==> src/rtl/cssc_pkg.sv <==
// shared constants for the clocked serial slave channel
package cssc_pkg;
  // register word offsets (byte addresses)
  localparam logic [7:0] ADR_COMM_CFG = 8'h00;
  localparam logic [7:0] ADR_MODE_CFG = 8'h04;
  localparam logic [7:0] ADR_GO_TRIG = 8'h08;
  localparam logic [7:0] ADR_HALT_TRIG = 8'h0C;
  localparam logic [7:0] ADR_STATUS = 8'h10;
  localparam logic [7:0] ADR_DATA = 8'h14;
  localparam logic [7:0] ADR_IRQ_FLAGS = 8'h18;
  localparam logic [7:0] ADR_IRQ_MASK = 8'h1C;
  localparam logic [7:0] ADR_P1_DIR = 8'h20;
  localparam logic [7:0] ADR_P2_LVL = 8'h24;
  localparam logic [7:0] ADR_P2_DIR = 8'h28;
  // comm config field positions
  localparam int TXE_BIT = 15;
  localparam int RXE_BIT = 14;
  localparam int EOC_BIT = 10;
  localparam int PTC_HI = 9;
  localparam int PTC_LO = 8;
  localparam int DIR_BIT = 7;
  localparam int SLC_HI = 5;
  localparam int SLC_LO = 4;
  localparam int DLS_HI = 1;
  localparam int DLS_LO = 0;
  // mode config field positions
  localparam int CKS_BIT = 15;
  localparam int CCS_BIT = 14;
  localparam int STS_BIT = 8;
  localparam int MD_HI = 2;
  localparam int MD_LO = 1;
  localparam int MD_IRQ = 0;
  // pin bit positions, channel bit, flag bits
  localparam int TXD_PIN_BIT = 2;
  localparam int HS_PIN_BIT = 3;
  localparam int CH_BIT = 0;
  localparam int ST_ERR_BIT = 1;
  localparam int ST_RXF_BIT = 2;
  localparam int ST_TXF_BIT = 3;
  // reset values and the values written by select release
  localparam logic [15:0] COMM_RST = 16'h0000;
  localparam logic [15:0] MODE_RST = 16'h0000;
  localparam logic [15:0] COMM_REL = 16'hC007;
  localparam logic [15:0] MODE_REL = 16'h4021;
  localparam logic [7:0] DIR_RST = 8'hFF;
  localparam logic [7:0] LVL_RST = 8'h00;
  localparam logic [7:0] MASK_RST = 8'hFF;
  // field encodings
  localparam logic [1:0] MD_CSI = 2'b00;
  localparam logic [1:0] DLS_9 = 2'b01;
  localparam logic [1:0] DLS_7 = 2'b10;
  localparam logic [1:0] DLS_8 = 2'b11;
  localparam logic [1:0] SLC_BAD = 2'b11;
  localparam logic [1:0] MD_BAD = 2'b11;
  typedef enum logic [2:0] {
    SQ_IDLE, SQ_TXOFF, SQ_BUSY, SQ_HSOFF, SQ_STOP, SQ_MODE, SQ_MASK, SQ_PREP
  } cssc_seq_e;
endpackage

==> src/rtl/cssc_top.sv <==
// clocked serial slave channel with wishbone registers and select release
// How it works
// - halt trigger bit 1 clears active status and stops; 0 does nothing
// - bits 15/14 pick off, receive only, transmit only or full duplex
// - bit 10 masks error interrupt at 0, allows it at 1
// - parity code 00 none, 01 zero no check, 10 even, 11 odd; the code only stores the field, no parity bit is sent or checked
// - bit 7 shifts msb first at 0, lsb first at 1
// - stop bits 00 none, 01 one, 10 two; 11 refused; the code stores 00 to 10 but sends no stop bit for any of them
// - length 01 nine bits, 10 seven, 11 eight; others refused; the code stores 00 and the engine stays idle with it
// - bit 15 of mode picks prescaler output a or b
// - bit 14 picks divided operation clock or external serial clock
// - bit 8 allows receive pin edge as a start trigger
// - mode 00 clocked serial, 01 async, 10 two wire; 11 refused; the engine runs in 00 only, 01 and 10 are stored and leave it idle
// - mode bit 0 picks transfer end or buffer empty interrupt
// - pending flag reads 1 when requested; mask 1 blocks servicing
// - on select release drive handshake busy, then release it
// - on select release release the transmit data pin
// - select release sets the mask and clears the pending flag
// - go trigger drives handshake ready, then enables its buffer
// - go trigger bit 1 sets active status and waits for transfer
//
// Local design decisions: the Wishbone interface to the registers and the address map.
`timescale 1ns/1ps
module cssc_top
  import cssc_pkg::*;
#(
  parameter int MAX_BITS = 9
) (
  input wire logic clk_i,
  input wire logic rst_i,
  input wire logic wb_cyc_i,
  input wire logic wb_stb_i,
  input wire logic wb_we_i,
  input wire logic [7:0] wb_adr_i,
  input wire logic [3:0] wb_sel_i,
  input wire logic [31:0] wb_dat_i,
  output logic [31:0] wb_dat_o,
  output logic wb_ack_o,
  input wire logic prescaler_output_a_i,
  input wire logic prescaler_output_b_i,
  input wire logic sck_i,
  input wire logic select_n_i,
  input wire logic rxd_i,
  input wire logic serial_out_pin_i,
  output logic serial_out_pin_o,
  output logic serial_out_pin_oe_n_o,
  input wire logic handshake_pin_i,
  output logic handshake_pin_o,
  output logic handshake_pin_oe_n_o,
  output logic channel_irq_o,
  output logic channel_error_irq_o
);
  initial begin
    if (MAX_BITS != 9) $error("cssc_top serves nine bit words only");
  end

  logic ack_r;
  logic [15:0] comm_r, mode_r;
  logic [7:0] p1dir_r, p2lvl_r, p2dir_r, irqf_r, irqm_r;
  logic active_r, err_r, rxf_r, txf_r;
  logic [8:0] txbuf_r, rxbuf_r, sh_r;
  logic [3:0] cnt_r;
  logic sout_r;
  logic [2:0] sck_s, cs_s, rx_s, a_s, b_s;
  cssc_seq_e seq_r;

  // byte lane merge for the 16 bit registers
  function automatic logic [15:0] merge16(input logic [15:0] old, input logic [31:0] d,
                                          input logic [3:0] s);
    merge16 = {s[1] ? d[15:8] : old[15:8], s[0] ? d[7:0] : old[7:0]};
  endfunction

  // word length in bits from the length code, zero for refused codes
  function automatic logic [3:0] word_len(input logic [1:0] c);
    case (c)
      DLS_9: word_len = 4'h9;
      DLS_7: word_len = 4'h7;
      DLS_8: word_len = 4'h8;
      default: word_len = 4'h0;
    endcase
  endfunction

  // wishbone decode
  logic acc, wr, ack_edge;
  assign acc = wb_cyc_i & wb_stb_i;
  assign ack_edge = acc & ~ack_r;
  assign wr = acc & wb_we_i & ack_r;
  assign wb_ack_o = ack_r;
  logic wr_comm, wr_mode, wr_go, wr_halt, wr_data, wr_if, wr_mk, wr_p1, wr_p2l, wr_p2d;
  assign wr_comm = wr & (wb_adr_i == ADR_COMM_CFG);
  assign wr_mode = wr & (wb_adr_i == ADR_MODE_CFG);
  assign wr_go = wr & (wb_adr_i == ADR_GO_TRIG) & wb_sel_i[0] & wb_dat_i[CH_BIT];
  assign wr_halt = wr & (wb_adr_i == ADR_HALT_TRIG) & wb_sel_i[0] & wb_dat_i[CH_BIT];
  assign wr_data = wr & (wb_adr_i == ADR_DATA);
  assign wr_if = wr & (wb_adr_i == ADR_IRQ_FLAGS) & wb_sel_i[0];
  assign wr_mk = wr & (wb_adr_i == ADR_IRQ_MASK) & wb_sel_i[0];
  assign wr_p1 = wr & (wb_adr_i == ADR_P1_DIR) & wb_sel_i[0];
  assign wr_p2l = wr & (wb_adr_i == ADR_P2_LVL) & wb_sel_i[0];
  assign wr_p2d = wr & (wb_adr_i == ADR_P2_DIR) & wb_sel_i[0];

  // ack one cycle after the request, dropped the next cycle
  always_ff @(posedge clk_i) begin
    if (rst_i) ack_r <= 1'b0;
    else ack_r <= ack_edge;
  end

  // read data captured with the ack
  always_ff @(posedge clk_i) begin
    if (rst_i) begin
      wb_dat_o <= 32'h0000_0000;
    end else if (ack_edge) begin
      case (wb_adr_i)
        ADR_COMM_CFG: wb_dat_o <= {16'h0000, comm_r};
        ADR_MODE_CFG: wb_dat_o <= {16'h0000, mode_r};
        ADR_STATUS: wb_dat_o <= {28'h000_0000, txf_r, rxf_r, err_r, active_r};
        ADR_DATA: wb_dat_o <= {23'h00_0000, rxbuf_r};
        ADR_IRQ_FLAGS: wb_dat_o <= {24'h00_0000, irqf_r};
        ADR_IRQ_MASK: wb_dat_o <= {24'h00_0000, irqm_r};
        ADR_P1_DIR: wb_dat_o <= {24'h00_0000, p1dir_r};
        ADR_P2_LVL: wb_dat_o <= {24'h00_0000, p2lvl_r};
        ADR_P2_DIR: wb_dat_o <= {24'h00_0000, p2dir_r};
        default: wb_dat_o <= 32'h0000_0000;
      endcase
    end
  end

  // two flop synchronisers plus one edge history flop
  always_ff @(posedge clk_i) begin
    if (rst_i) begin
      sck_s <= 3'b000;
      cs_s <= 3'b111;
      rx_s <= 3'b111;
      a_s <= 3'b000;
      b_s <= 3'b000;
    end else begin
      sck_s <= {sck_s[1:0], sck_i};
      cs_s <= {cs_s[1:0], select_n_i};
      rx_s <= {rx_s[1:0], rxd_i};
      a_s <= {a_s[1:0], prescaler_output_a_i};
      b_s <= {b_s[1:0], prescaler_output_b_i};
    end
  end

  // field views
  logic txe, rxe, lsb_first, ext_clk, csi_mode, irq_on_empty;
  logic [3:0] len;
  assign txe = comm_r[TXE_BIT];
  assign rxe = comm_r[RXE_BIT];
  assign lsb_first = comm_r[DIR_BIT];
  assign len = word_len(comm_r[DLS_HI:DLS_LO]);
  assign ext_clk = mode_r[CCS_BIT];
  assign csi_mode = (mode_r[MD_HI:MD_LO] == MD_CSI);
  assign irq_on_empty = mode_r[MD_IRQ];
  // register values a write would leave, checked before they land
  logic [15:0] comm_new, mode_new;
  assign comm_new = merge16(comm_r, wb_dat_i, wb_sel_i);
  assign mode_new = merge16(mode_r, wb_dat_i, wb_sel_i);

  // operation clock tick from the chosen prescaler output
  logic op_tick;
  assign op_tick = mode_r[CKS_BIT] ? (b_s[1] & ~b_s[2]) : (a_s[1] & ~a_s[2]);
  // sample and shift edges from the external clock or the operation clock
  logic smp, shf, sel_on, sel_rel, rx_fall;
  assign smp = ext_clk ? (sck_s[1] & ~sck_s[2]) : op_tick;
  assign shf = ext_clk ? (~sck_s[1] & sck_s[2]) : op_tick;
  assign sel_on = ~cs_s[1];
  assign sel_rel = cs_s[1] & ~cs_s[2];
  assign rx_fall = ~rx_s[1] & rx_s[2];

  // engine runs only for a legal clocked serial setup with a mode chosen
  logic run;
  assign run = active_r & csi_mode & (len != 4'h0) & (txe | rxe) & sel_on;

  // word start and end markers
  logic first_edge, word_done;
  assign first_edge = run & smp & (cnt_r == 4'h0);
  assign word_done = run & smp & (cnt_r == len - 4'h1);
  // loaded flag stops a second load of the same word
  logic sh_r_loaded_r;
  logic load_tx;
  assign load_tx = run & (cnt_r == 4'h0) & txe & txf_r & ~sh_r_loaded_r;

  // incoming bit placed by bit order
  logic [8:0] sh_in;
  always_comb begin
    sh_in = sh_r;
    if (lsb_first) begin
      sh_in = {1'b0, sh_r[8:1]};
      sh_in[len - 4'h1] = rxe ? rx_s[1] : 1'b0;
    end else begin
      sh_in = {sh_r[7:0], rxe ? rx_s[1] : 1'b0};
    end
  end

  // shift register, bit counter and buffers
  always_ff @(posedge clk_i) begin
    if (rst_i) begin
      sh_r <= 9'h000;
      cnt_r <= 4'h0;
      sh_r_loaded_r <= 1'b0;
      rxbuf_r <= 9'h000;
      txbuf_r <= 9'h000;
    end else begin
      if (!run) begin
        cnt_r <= 4'h0;
        sh_r_loaded_r <= 1'b0;
      end else if (load_tx) begin
        sh_r <= txbuf_r;
        sh_r_loaded_r <= 1'b1;
      end else if (smp) begin
        sh_r <= sh_in;
        if (word_done) begin
          cnt_r <= 4'h0;
          sh_r_loaded_r <= 1'b0;
          if (rxe) rxbuf_r <= sh_in;
        end else begin
          cnt_r <= cnt_r + 4'h1;
        end
      end
      if (wr_data) txbuf_r <= wb_dat_i[8:0];
    end
  end

  // outgoing bit, updated on the shift edge
  logic out_bit;
  assign out_bit = lsb_first ? sh_r[0] : sh_r[len - 4'h1];
  always_ff @(posedge clk_i) begin
    if (rst_i) sout_r <= 1'b1;
    else if (!run || !txe) sout_r <= 1'b1;
    else if (shf || load_tx) sout_r <= load_tx ? (lsb_first ? txbuf_r[0] :
                                                  txbuf_r[len - 4'h1]) : out_bit;
  end

  // buffer full flags and overrun error, set wins over clear
  logic rd_data;
  assign rd_data = ack_edge & ~wb_we_i & (wb_adr_i == ADR_DATA);
  always_ff @(posedge clk_i) begin
    if (rst_i) begin
      txf_r <= 1'b0;
      rxf_r <= 1'b0;
      err_r <= 1'b0;
    end else begin
      if (wr_data) txf_r <= 1'b1;
      else if (load_tx) txf_r <= 1'b0;
      if (word_done && rxe) rxf_r <= 1'b1;
      else if (rd_data) rxf_r <= 1'b0;
      if (word_done && rxe && rxf_r) err_r <= 1'b1;
      else if (wr && wb_adr_i == ADR_STATUS && wb_sel_i[0] && wb_dat_i[ST_ERR_BIT]) err_r <= 1'b0;
    end
  end

  // select release and go preparation sequencer
  always_ff @(posedge clk_i) begin
    if (rst_i) seq_r <= SQ_IDLE;
    else begin
      case (seq_r)
        SQ_IDLE: begin
          if (sel_rel) seq_r <= SQ_TXOFF;
          else if (wr_go) seq_r <= SQ_PREP;
        end
        SQ_TXOFF: seq_r <= SQ_BUSY;
        SQ_BUSY: seq_r <= SQ_HSOFF;
        SQ_HSOFF: seq_r <= SQ_STOP;
        SQ_STOP: seq_r <= SQ_MODE;
        SQ_MODE: seq_r <= SQ_MASK;
        SQ_MASK: seq_r <= SQ_IDLE;
        SQ_PREP: seq_r <= SQ_IDLE;
        default: seq_r <= SQ_IDLE;
      endcase
    end
  end

  // go and halt triggers drive the active status
  always_ff @(posedge clk_i) begin
    if (rst_i) active_r <= 1'b0;
    else if (wr_halt || seq_r == SQ_STOP) active_r <= 1'b0;
    else if (wr_go) active_r <= 1'b1;
    else if (mode_r[STS_BIT] && rx_fall) active_r <= 1'b1;
  end

  // configuration registers, release reprograms them
  always_ff @(posedge clk_i) begin
    if (rst_i) begin
      comm_r <= COMM_RST;
      mode_r <= MODE_RST;
    end else if (seq_r == SQ_MODE) begin
      comm_r <= COMM_REL;
      mode_r <= MODE_REL;
    end else begin
      // a refused stop code leaves the comm register as it was
      if (wr_comm && comm_new[SLC_HI:SLC_LO] != SLC_BAD) begin
        comm_r <= comm_new;
      end
      // a refused function code leaves the mode register as it was
      if (wr_mode && mode_new[MD_HI:MD_LO] != MD_BAD) begin
        mode_r <= mode_new;
      end
    end
  end

  // pin direction and level registers with sequencer overrides
  always_ff @(posedge clk_i) begin
    if (rst_i) begin
      p1dir_r <= DIR_RST;
      p2lvl_r <= LVL_RST;
      p2dir_r <= DIR_RST;
    end else begin
      if (wr_p1) p1dir_r <= wb_dat_i[7:0];
      if (wr_p2l) p2lvl_r <= wb_dat_i[7:0];
      if (wr_p2d) p2dir_r <= wb_dat_i[7:0];
      if (seq_r == SQ_TXOFF) p1dir_r[TXD_PIN_BIT] <= 1'b1;
      if (seq_r == SQ_BUSY) p2lvl_r[HS_PIN_BIT] <= 1'b1;
      if (seq_r == SQ_HSOFF) p2dir_r[HS_PIN_BIT] <= 1'b1;
      if (seq_r == SQ_IDLE && wr_go && !sel_rel) p2lvl_r[HS_PIN_BIT] <= 1'b0;
      if (seq_r == SQ_PREP) p2dir_r[HS_PIN_BIT] <= 1'b0;
    end
  end

  // interrupt pending and mask, event set wins over software clear
  logic irq_evt;
  assign irq_evt = irq_on_empty ? load_tx : word_done;
  always_ff @(posedge clk_i) begin
    if (rst_i) begin
      irqf_r <= 8'h00;
      irqm_r <= MASK_RST;
    end else begin
      if (wr_if) irqf_r <= wb_dat_i[7:0];
      if (wr_mk) irqm_r <= wb_dat_i[7:0];
      if (seq_r == SQ_MASK) begin
        irqm_r[CH_BIT] <= 1'b1;
        irqf_r[CH_BIT] <= 1'b0;
      end
      if (irq_evt) irqf_r[CH_BIT] <= 1'b1;
    end
  end

  // pins and interrupt lines
  assign serial_out_pin_o = sout_r;
  assign serial_out_pin_oe_n_o = p1dir_r[TXD_PIN_BIT];
  assign handshake_pin_o = p2lvl_r[HS_PIN_BIT];
  assign handshake_pin_oe_n_o = p2dir_r[HS_PIN_BIT];
  assign channel_irq_o = irqf_r[CH_BIT] & ~irqm_r[CH_BIT];
  assign channel_error_irq_o = err_r & comm_r[EOC_BIT];

  // checks on the sequencing and register effects
  a_halt_clears: assert property (@(posedge clk_i) disable iff (rst_i)
    wr_halt |=> !active_r) else $error("halt did not clear active");
  a_go_sets: assert property (@(posedge clk_i) disable iff (rst_i)
    wr_go && !wr_halt && seq_r == SQ_IDLE && !sel_rel |=> active_r)
    else $error("go did not set active");
  a_release_txd: assert property (@(posedge clk_i) disable iff (rst_i)
    seq_r == SQ_IDLE && sel_rel |=> ##1 serial_out_pin_oe_n_o)
    else $error("data pin not released");
  a_busy_before_off: assert property (@(posedge clk_i) disable iff (rst_i)
    seq_r == SQ_BUSY |=> handshake_pin_o ##1 handshake_pin_oe_n_o && handshake_pin_o)
    else $error("handshake not busy then released");
  a_release_order: assert property (@(posedge clk_i) disable iff (rst_i)
    seq_r == SQ_TXOFF |=> seq_r == SQ_BUSY ##1 seq_r == SQ_HSOFF ##1 seq_r == SQ_STOP
    ##1 seq_r == SQ_MODE ##1 seq_r == SQ_MASK) else $error("release order wrong");
  a_mask_set: assert property (@(posedge clk_i) disable iff (rst_i)
    seq_r == SQ_MASK && !irq_evt |=> irqm_r[CH_BIT] && !irqf_r[CH_BIT])
    else $error("release did not mask");
  a_prep_ready: assert property (@(posedge clk_i) disable iff (rst_i)
    seq_r == SQ_PREP |-> !handshake_pin_o ##1 !handshake_pin_oe_n_o)
    else $error("ready not before enable");
  a_irq_gate: assert property (@(posedge clk_i) disable iff (rst_i)
    irq_evt |=> irqf_r[CH_BIT]) else $error("irq event did not set pending");
  a_err_gate: assert property (@(posedge clk_i) disable iff (rst_i)
    !comm_r[EOC_BIT] |-> !channel_error_irq_o) else $error("error irq not masked");
  a_word_count: assert property (@(posedge clk_i) disable iff (rst_i)
    run |-> cnt_r < len) else $error("bit count past word length");
  c_release: cover property (@(posedge clk_i) disable iff (rst_i) seq_r == SQ_MASK);
  c_word: cover property (@(posedge clk_i) disable iff (rst_i) word_done && rxe);
  c_prep: cover property (@(posedge clk_i) disable iff (rst_i) seq_r == SQ_PREP);
  c_rx_start: cover property (@(posedge clk_i) disable iff (rst_i) mode_r[STS_BIT] && rx_fall);
endmodule

==> config.mk <==
export PLATFORM = sky130hd
export DESIGN_NAME = cssc_top
export DESIGN_NICKNAME = d
export VERILOG_FILES = /design/src/rtl/cssc_pkg.sv /design/src/rtl/cssc_top.sv
export SDC_FILE = /design/constraint.sdc
export NUM_CORES = 1
export LEC_CHECK = 0
export BUFFER_PORTS_ARGS = -buffer_cell sky130_fd_sc_hd__buf_4
export CORE_ASPECT_RATIO = 0.9
export CORE_MARGIN = 2
export CORE_UTILIZATION = 58
export CTS_CLUSTER_DIAMETER = 200
export CTS_CLUSTER_SIZE = 8
export DETAILED_ROUTE_END_ITERATION = 8
export PLACE_DENSITY = 0.84
export RECOVER_POWER = 25
export SYNTH_ARGS = -nofsm -noshare
export SYNTH_HDL_FRONTEND = slang
export SYNTH_SLANG_ARGS = --single-unit
==> constraint.sdc <==
create_clock -name clk_i -period 2.58 [get_ports clk_i]
set_input_delay 0.645 -clock clk_i [delete_from_list [all_inputs] [get_ports clk_i]]
set_output_delay 0.645 -clock clk_i [all_outputs]
set_load 0.03 [all_outputs]
# [After elaboration in Yosys (flattened, before gate mapping)]
# Index checks and enable logic that the tools add are counted.
[totals] ff_bits=160 in_bits=56 output_inout_bits=39 word_cells=229
[op_classes] n_addsub=2 n_lt_le_gt_ge=2 n_eq_ne=24 mux=51 bitwise=57 n_reduce_logical=55
[ops] op="$pmux 16 s9" count=1
[ops] op="$and 1x1->1" count=43
[ops] op="$eq 8x5->1 const B" count=4
[ops] op="$mux 16" count=2
[ops] op="$mux 15" count=2
[ops] op="$mux 1" count=28
[ops] op="$mux 9" count=3
[ops] op="$eq 8x6->1 const B" count=3
[ops] op="$mux 8" count=3
[ops] op="$reduce_and 2->1" count=11
[ops] op="$reduce_bool 2->1" count=11
[ops] op="$pmux 3 s7" count=1
[ops] op="$eq 8x4->1 const B" count=2
[ops] op="$reduce_or 2->1" count=8
[ops] op="$not 1->1" count=13
[ops] op="$eq 3x3->1 const B" count=4
[ops] op="$mux 4" count=3
[ops] op="$pmux 4 s3" count=1
[ops] op="$logic_and 1x1->1" count=11
[ops] op="$bwmux 9" count=1
[ops] op="$bmux 1 s4" count=2
[ops] op="$eq 8x3->1 const B" count=1
[ops] op="$logic_not 8->1" count=1
[ops] op="$mux 7" count=1
[ops] op="22 further kinds" count=31

# [Longest topological paths before layout]
[logic_depth] word_depth=12 mapped_depth=9 mapped_depth_nobuf=7

# [Least setup slack after synthesis]
# No wires, ideal clock.
[synth_path] kind="input port to flip-flop" startpoint="input port wb_adr_i[4]" endpoint="register p2lvl_r[3]" setup_ps=86 arrival_ps=2240 t_required_ps=2494 slack_ps=254 path_stages=6 n_path_buf=2 cell_sequence="buf_2 nor4b_1 clkbuf_1 nand3_1 mux2i_1 a211oi_1"
[synth_via] elab_chain_cells=7 word_cells_on_any_way=11 cone_classes="eq/ne (2); bitwise (5); reduce/logical (4)"
[synth_rtl] element="from (decl)" line="cssc_top.sv:34" text="input wire logic [7:0] wb_adr_i,"
[synth_rtl] element="$eq 8x4->1" line="cssc_top.sv:92" text="assign wr_go = wr & (wb_adr_i == ADR_GO_TRIG) & wb_sel_i[0] & wb_dat_i[CH_BIT];"
[synth_rtl] element="$and 1x1->1 (3 in series)" line="cssc_top.sv:92"
[synth_rtl] element="$logic_and 1x1->1 (2 in series)" line="cssc_top.sv:314" text="if (seq_r == SQ_IDLE && wr_go && !sel_rel) p2lvl_r[HS_PIN_BIT] <= 1'b0;"
[synth_rtl] element="$reduce_or 2->1 (no source line)"
[synth_rtl] element="to (signal assigned)" line="cssc_top.sv:309" text="if (wr_p2l) p2lvl_r <= wb_dat_i[7:0];"
[synth_rtl] element="to (decl)" line="cssc_top.sv:59" text="logic [7:0] p1dir_r, p2lvl_r, p2dir_r, irqf_r, irqm_r;"
# Parallel ways exist; a longest one is shown, timed or not.
# A chain may end at the register's enable or synchronous reset.

# [Worst setup path in the final report]
[layout_path] startpoint="register comm_r[0]" endpoint="register rxbuf_r[2]"
[layout_via] elab_chain_cells=12 word_cells_on_any_way=25 cone_classes="add/sub (1); order compare (2); eq/ne (4); mux (5); bitwise (10); reduce/logical (3)"
[layout_rtl] element="from (decl)" line="cssc_top.sv:58" text="logic [15:0] comm_r, mode_r;"
[layout_rtl] element="from (signal assigned)" line="cssc_top.sv:292" text="comm_r <= comm_new;"
[layout_rtl] element="$eq 2x2->1 / $eq 2x1->1 (equally long branches)" line="cssc_top.sv:75" text="case (c)"
[layout_rtl] element="$pmux 4 s3 *" line="cssc_top.sv:75"
[layout_rtl] element="branches (longest 10 deep; another with $lt 4x5->1)"
[layout_rtl] element="to (signal assigned)" line="cssc_top.sv:215" text="if (rxe) rxbuf_r <= sh_in;"
[layout_rtl] element="to (decl)" line="cssc_top.sv:61" text="logic [8:0] txbuf_r, rxbuf_r, sh_r;"
# Every way passes the cells marked *.

==> metrics.md <==
| Metric | Value |
|---|---|
| Initial antenna violation count | `0` |
| Inserted Diodes | `0` |
| IO Pins | `95` |
| DRC Markers | `0` |
| Synth cell types | `a little over 70` |
| Yosys warns | `0` |
| Max H-tree Level | `4` |
| Slew Viols, Final | `0` |
| Seq/Total Area, Yosys | `0.414` |
| Nets | `around 900` |
| Area Overhead vs Synth | `18.8%` |
| Setup TNS | `0 ns` |
| Final Cycle Share | `0.962` |
| Synth area leaders | `dfxtp_1 41%, mux2i_1 10%, nor2_1 5.0%` |
| Overall Global Routing Usage | `0.327` |
| Setup violators final | `0` |
| Total wire length | `20,300 µm` |
| GR Overflow Total | `0` |
| Most frequent cells after synthesis | `144 x dfxtp_1, 92 x nor2_1, 73 x mux2i_1, 46 x nand2_1, 40 x clkbuf_1` |
| # fillers | `893` |
| HP Class | `in -> reg` |
| Post-synthesis cell area | `6960 µm²` |
| Die Y | `108 µm` |
| Area of the multi-input gates | `roughly 3700 µm²` |
| Starting Density | `0.602` |
| CP Class | `reg -> reg` |
| Final core occ | `0.715` |
| Cell Count, Final, Fillers Out | `~1,000` |
| Most used DFF post-synth | `dfxtp_1` |
| Crit-path leading delay family | `simple AND/OR/NAND/NOR gates` |
| CTS clock-pin slew for the worst setup and hold paths | `roughly 0.06 ns` |
| Post-synth EDFFs | `0` |
| Leak | `roughly 3.0 nW` |
| Share of cells above drive strength 1 | `0.178` |
| Min cycle time layout | `2.48 ns` |
| Total die area | `around 13,000 µm²` |
| Startpoint types | `register` |
| Worst-Margin Slew | `0.768 ns` |
| Rel. slew slack | `0.487` |
| DP HPWL | `approximately 15,000 µm` |
| Register area | `between 2000 and 3000 µm²` |
| RePlAce Congestion | `~0.95` |
| Vias in the first global route | `about 6,000` |
| Register-to-register setup slack | `approximately 0.097 ns` |
| First-pass GRT wire length | `between 30,000 and 40,000 µm` |
| Max FO, Critical Path | `10` |
| Insertion delay to the later sink of the worst-skew pair | `approximately 0.44 ns` |
| CTS tree | `built` |
| Antenna viol nets, final | `0` |
| DR pass1 iterations | `6` |
| Synth async-reset ratio | `0` |
| Synthesized flop and latch total | `~140` |
| Worst Path Required | `just under 3 ns` |
| Max Root-Sink Buffers | `2` |
| VDD IR-drop max | `between 0.4 and 0.5 mV` |
| Hold_buf cts | `0` |
| 1st-iter DRT viols | `~600` |
| Root Buffer | `clkbuf_16` |
| # Max-Cap Violations | `0` |
| Via density per instance | `6.30` |
| Core ar. | `between 10,000 and 15,000 µm²` |
| Port bufs | `58` |
| Area leader, netlist | `dfxtp_1` |
| Setup crit end kind | `register` |
| Total power draw | `between 5 and 6 mW` |
| CTS sink count | `between 100 and 150` |
| Final Skew | `about 0.0064 ns` |
| Critical path, cell by cell | `inv_1 -> ha_1 -> or4b_4 -> or4_1 -> nand2_4 -> o21ai_0 -> a21oi_1` |
| Mapped Cells | `~770` |
| Critical Path AT | `2.83 ns` |
| Buf+Inv Stages, Crit Path | `1` |
| Outcome | `completed` |
| Post-cts sizing count | `0` |
| Yosys top cell area share | `0.414` |
| CTS Buf Count | `17` |
| Total number of vias | `between 6,000 and 7,000` |
| Largest net degree at the start of global routing | `34` |
| Cells after DPL | `972` |
| PwrDens | `676 nW/µm²` |
| Synthesized area per cell | `between 9 and 10 µm²` |
| RSZ-0062 raised after global routing | `false` |
| Worst path slowest cell | `or4_1` |
| Most common cell in the netlist | `dfxtp_1` |
| DR WL/cell | `20.2 µm` |
| Row cnt | `37` |
| Worst stage delay on the critical path | `~0.62 ns` |
| # Post-CTS Setup Buffers | `0` |
| FMAX | `around 400 MHz` |
| Final hold viol count | `0` |
| Die width | `between 100 and 150 µm` |
-- layer usage --
| metal | track usage | up-vias | wire [µm] |
|---|---|---|---|
| li1 | - | 2884 | - |
| met1 | 0.441 | 3071 | 8540 |
| met2 | 0.506 | 316 | 9170 |
| met3 | 0.0886 | 51 | 2050 |
| met4 | 0.124 | 0 | 533 |
| met5 | 0 | - | 0 |
-- kinds of logic (layout without fill, tap and decap cells) --
logic type	after synthesis	after routing	synth area share
and+or+nand+nor	269	269	0.210
AOI/OAI and AO/OA	179	179	0.187
DFF	144	144	0.414
buffers and inverters	87	152	0.0586
muxes	80	80	0.116
adders and majority gates	7	7	0.0126
other	1	16	0.000539
xor gates and xnor gates	1	1	0.00126
-- path summary, 6_finish.rpt --
path	startpoint	to	depth (start not counted)
setup / recovery	comm_r[0]$_SDFFE_PP0P_	rxbuf_r[2]$_SDFFE_PP0P_	7
hold / removal	select_n_i	cs_s[0]$_SDFF_PP1_	2
setup reg to reg	comm_r[0]$_SDFFE_PP0P_	rxbuf_r[2]$_SDFFE_PP0P_	7
hold reg to reg	rx_s[0]$_SDFF_PP1_	rx_s[1]$_SDFF_PP1_	1
-- sequential cells by signal, summed over array words and instances, names as in the netlist, 4 cells and up --
register,count
p2dir_r,8
txbuf_r,9
irqf_r,8
comm_r,16
rxbuf_r,9
wb_dat_o,16
cnt_r,4
sh_r,9
mode_r,16
p1dir_r,8
irqm_r,8
p2lvl_r,8
-- where the power goes --
group,internal (mW),leakage [nW],switching (mW),total (mW)
sequential,2.27,1.16,0.0673,2.34
clock,1.77,0.312,0.977,2.74
combinational,0.176,1.53,0.332,0.508
-- metrics by stage --
| step | worst slack, ns | cell area, µm² | hold slack, ns |
|---|---|---|---|
| floorplan | 0.254 | 7020 | 0.389 |
| global placement | 0.243 | 7690 | 0.392 |
| detailed placement | 0.183 | 7690 | 0.422 |
| CTS | 0.111 | 8350 | 0.381 |
| global route | 0.00265 | 8270 | 0.395 |
| finish | 0.0973 | 8270 | 0.388 |
-- cells in the final DEF (no fill, tap or decap), types with 4 or more instances in the layout --
cell type / count
nand2_1: 46
a211o_1: 23
nand3b_1: 7
nand4_1: 6
o21ai_0: 25
and3_1: 4
a31oi_1: 12
nand2b_1: 7
a22oi_1: 18
a22o_1: 7
nor2b_1: 27
buf_4: 76
ha_1: 7
a311oi_1: 9
or2_2: 8
inv_1: 17
nand3_1: 21
and2_1: 6
conb_1: 16
a2111oi_0: 5
bufinv_16: 5
clkbuf_1: 22
a21oi_1: 37
dfxtp_1: 144
nor2_1: 92
mux2i_1: 73
clkbuf_16: 17
clkinvlp_4: 4
o22ai_1: 5
mux2_2: 7
nor3_1: 10
-- final cells by class --
type                            count  area share
Clock inverter                     13      0.0251
Sequential cell                   144       0.349
Multi-Input combinational cell    552       0.453
Tap cell                          156      0.0236
Timing Repair Buffer              103      0.0874
Clock buffer                       19      0.0548
Inverter                           17     0.00771
No activity file was read; power rests on OpenSTA's default activity.
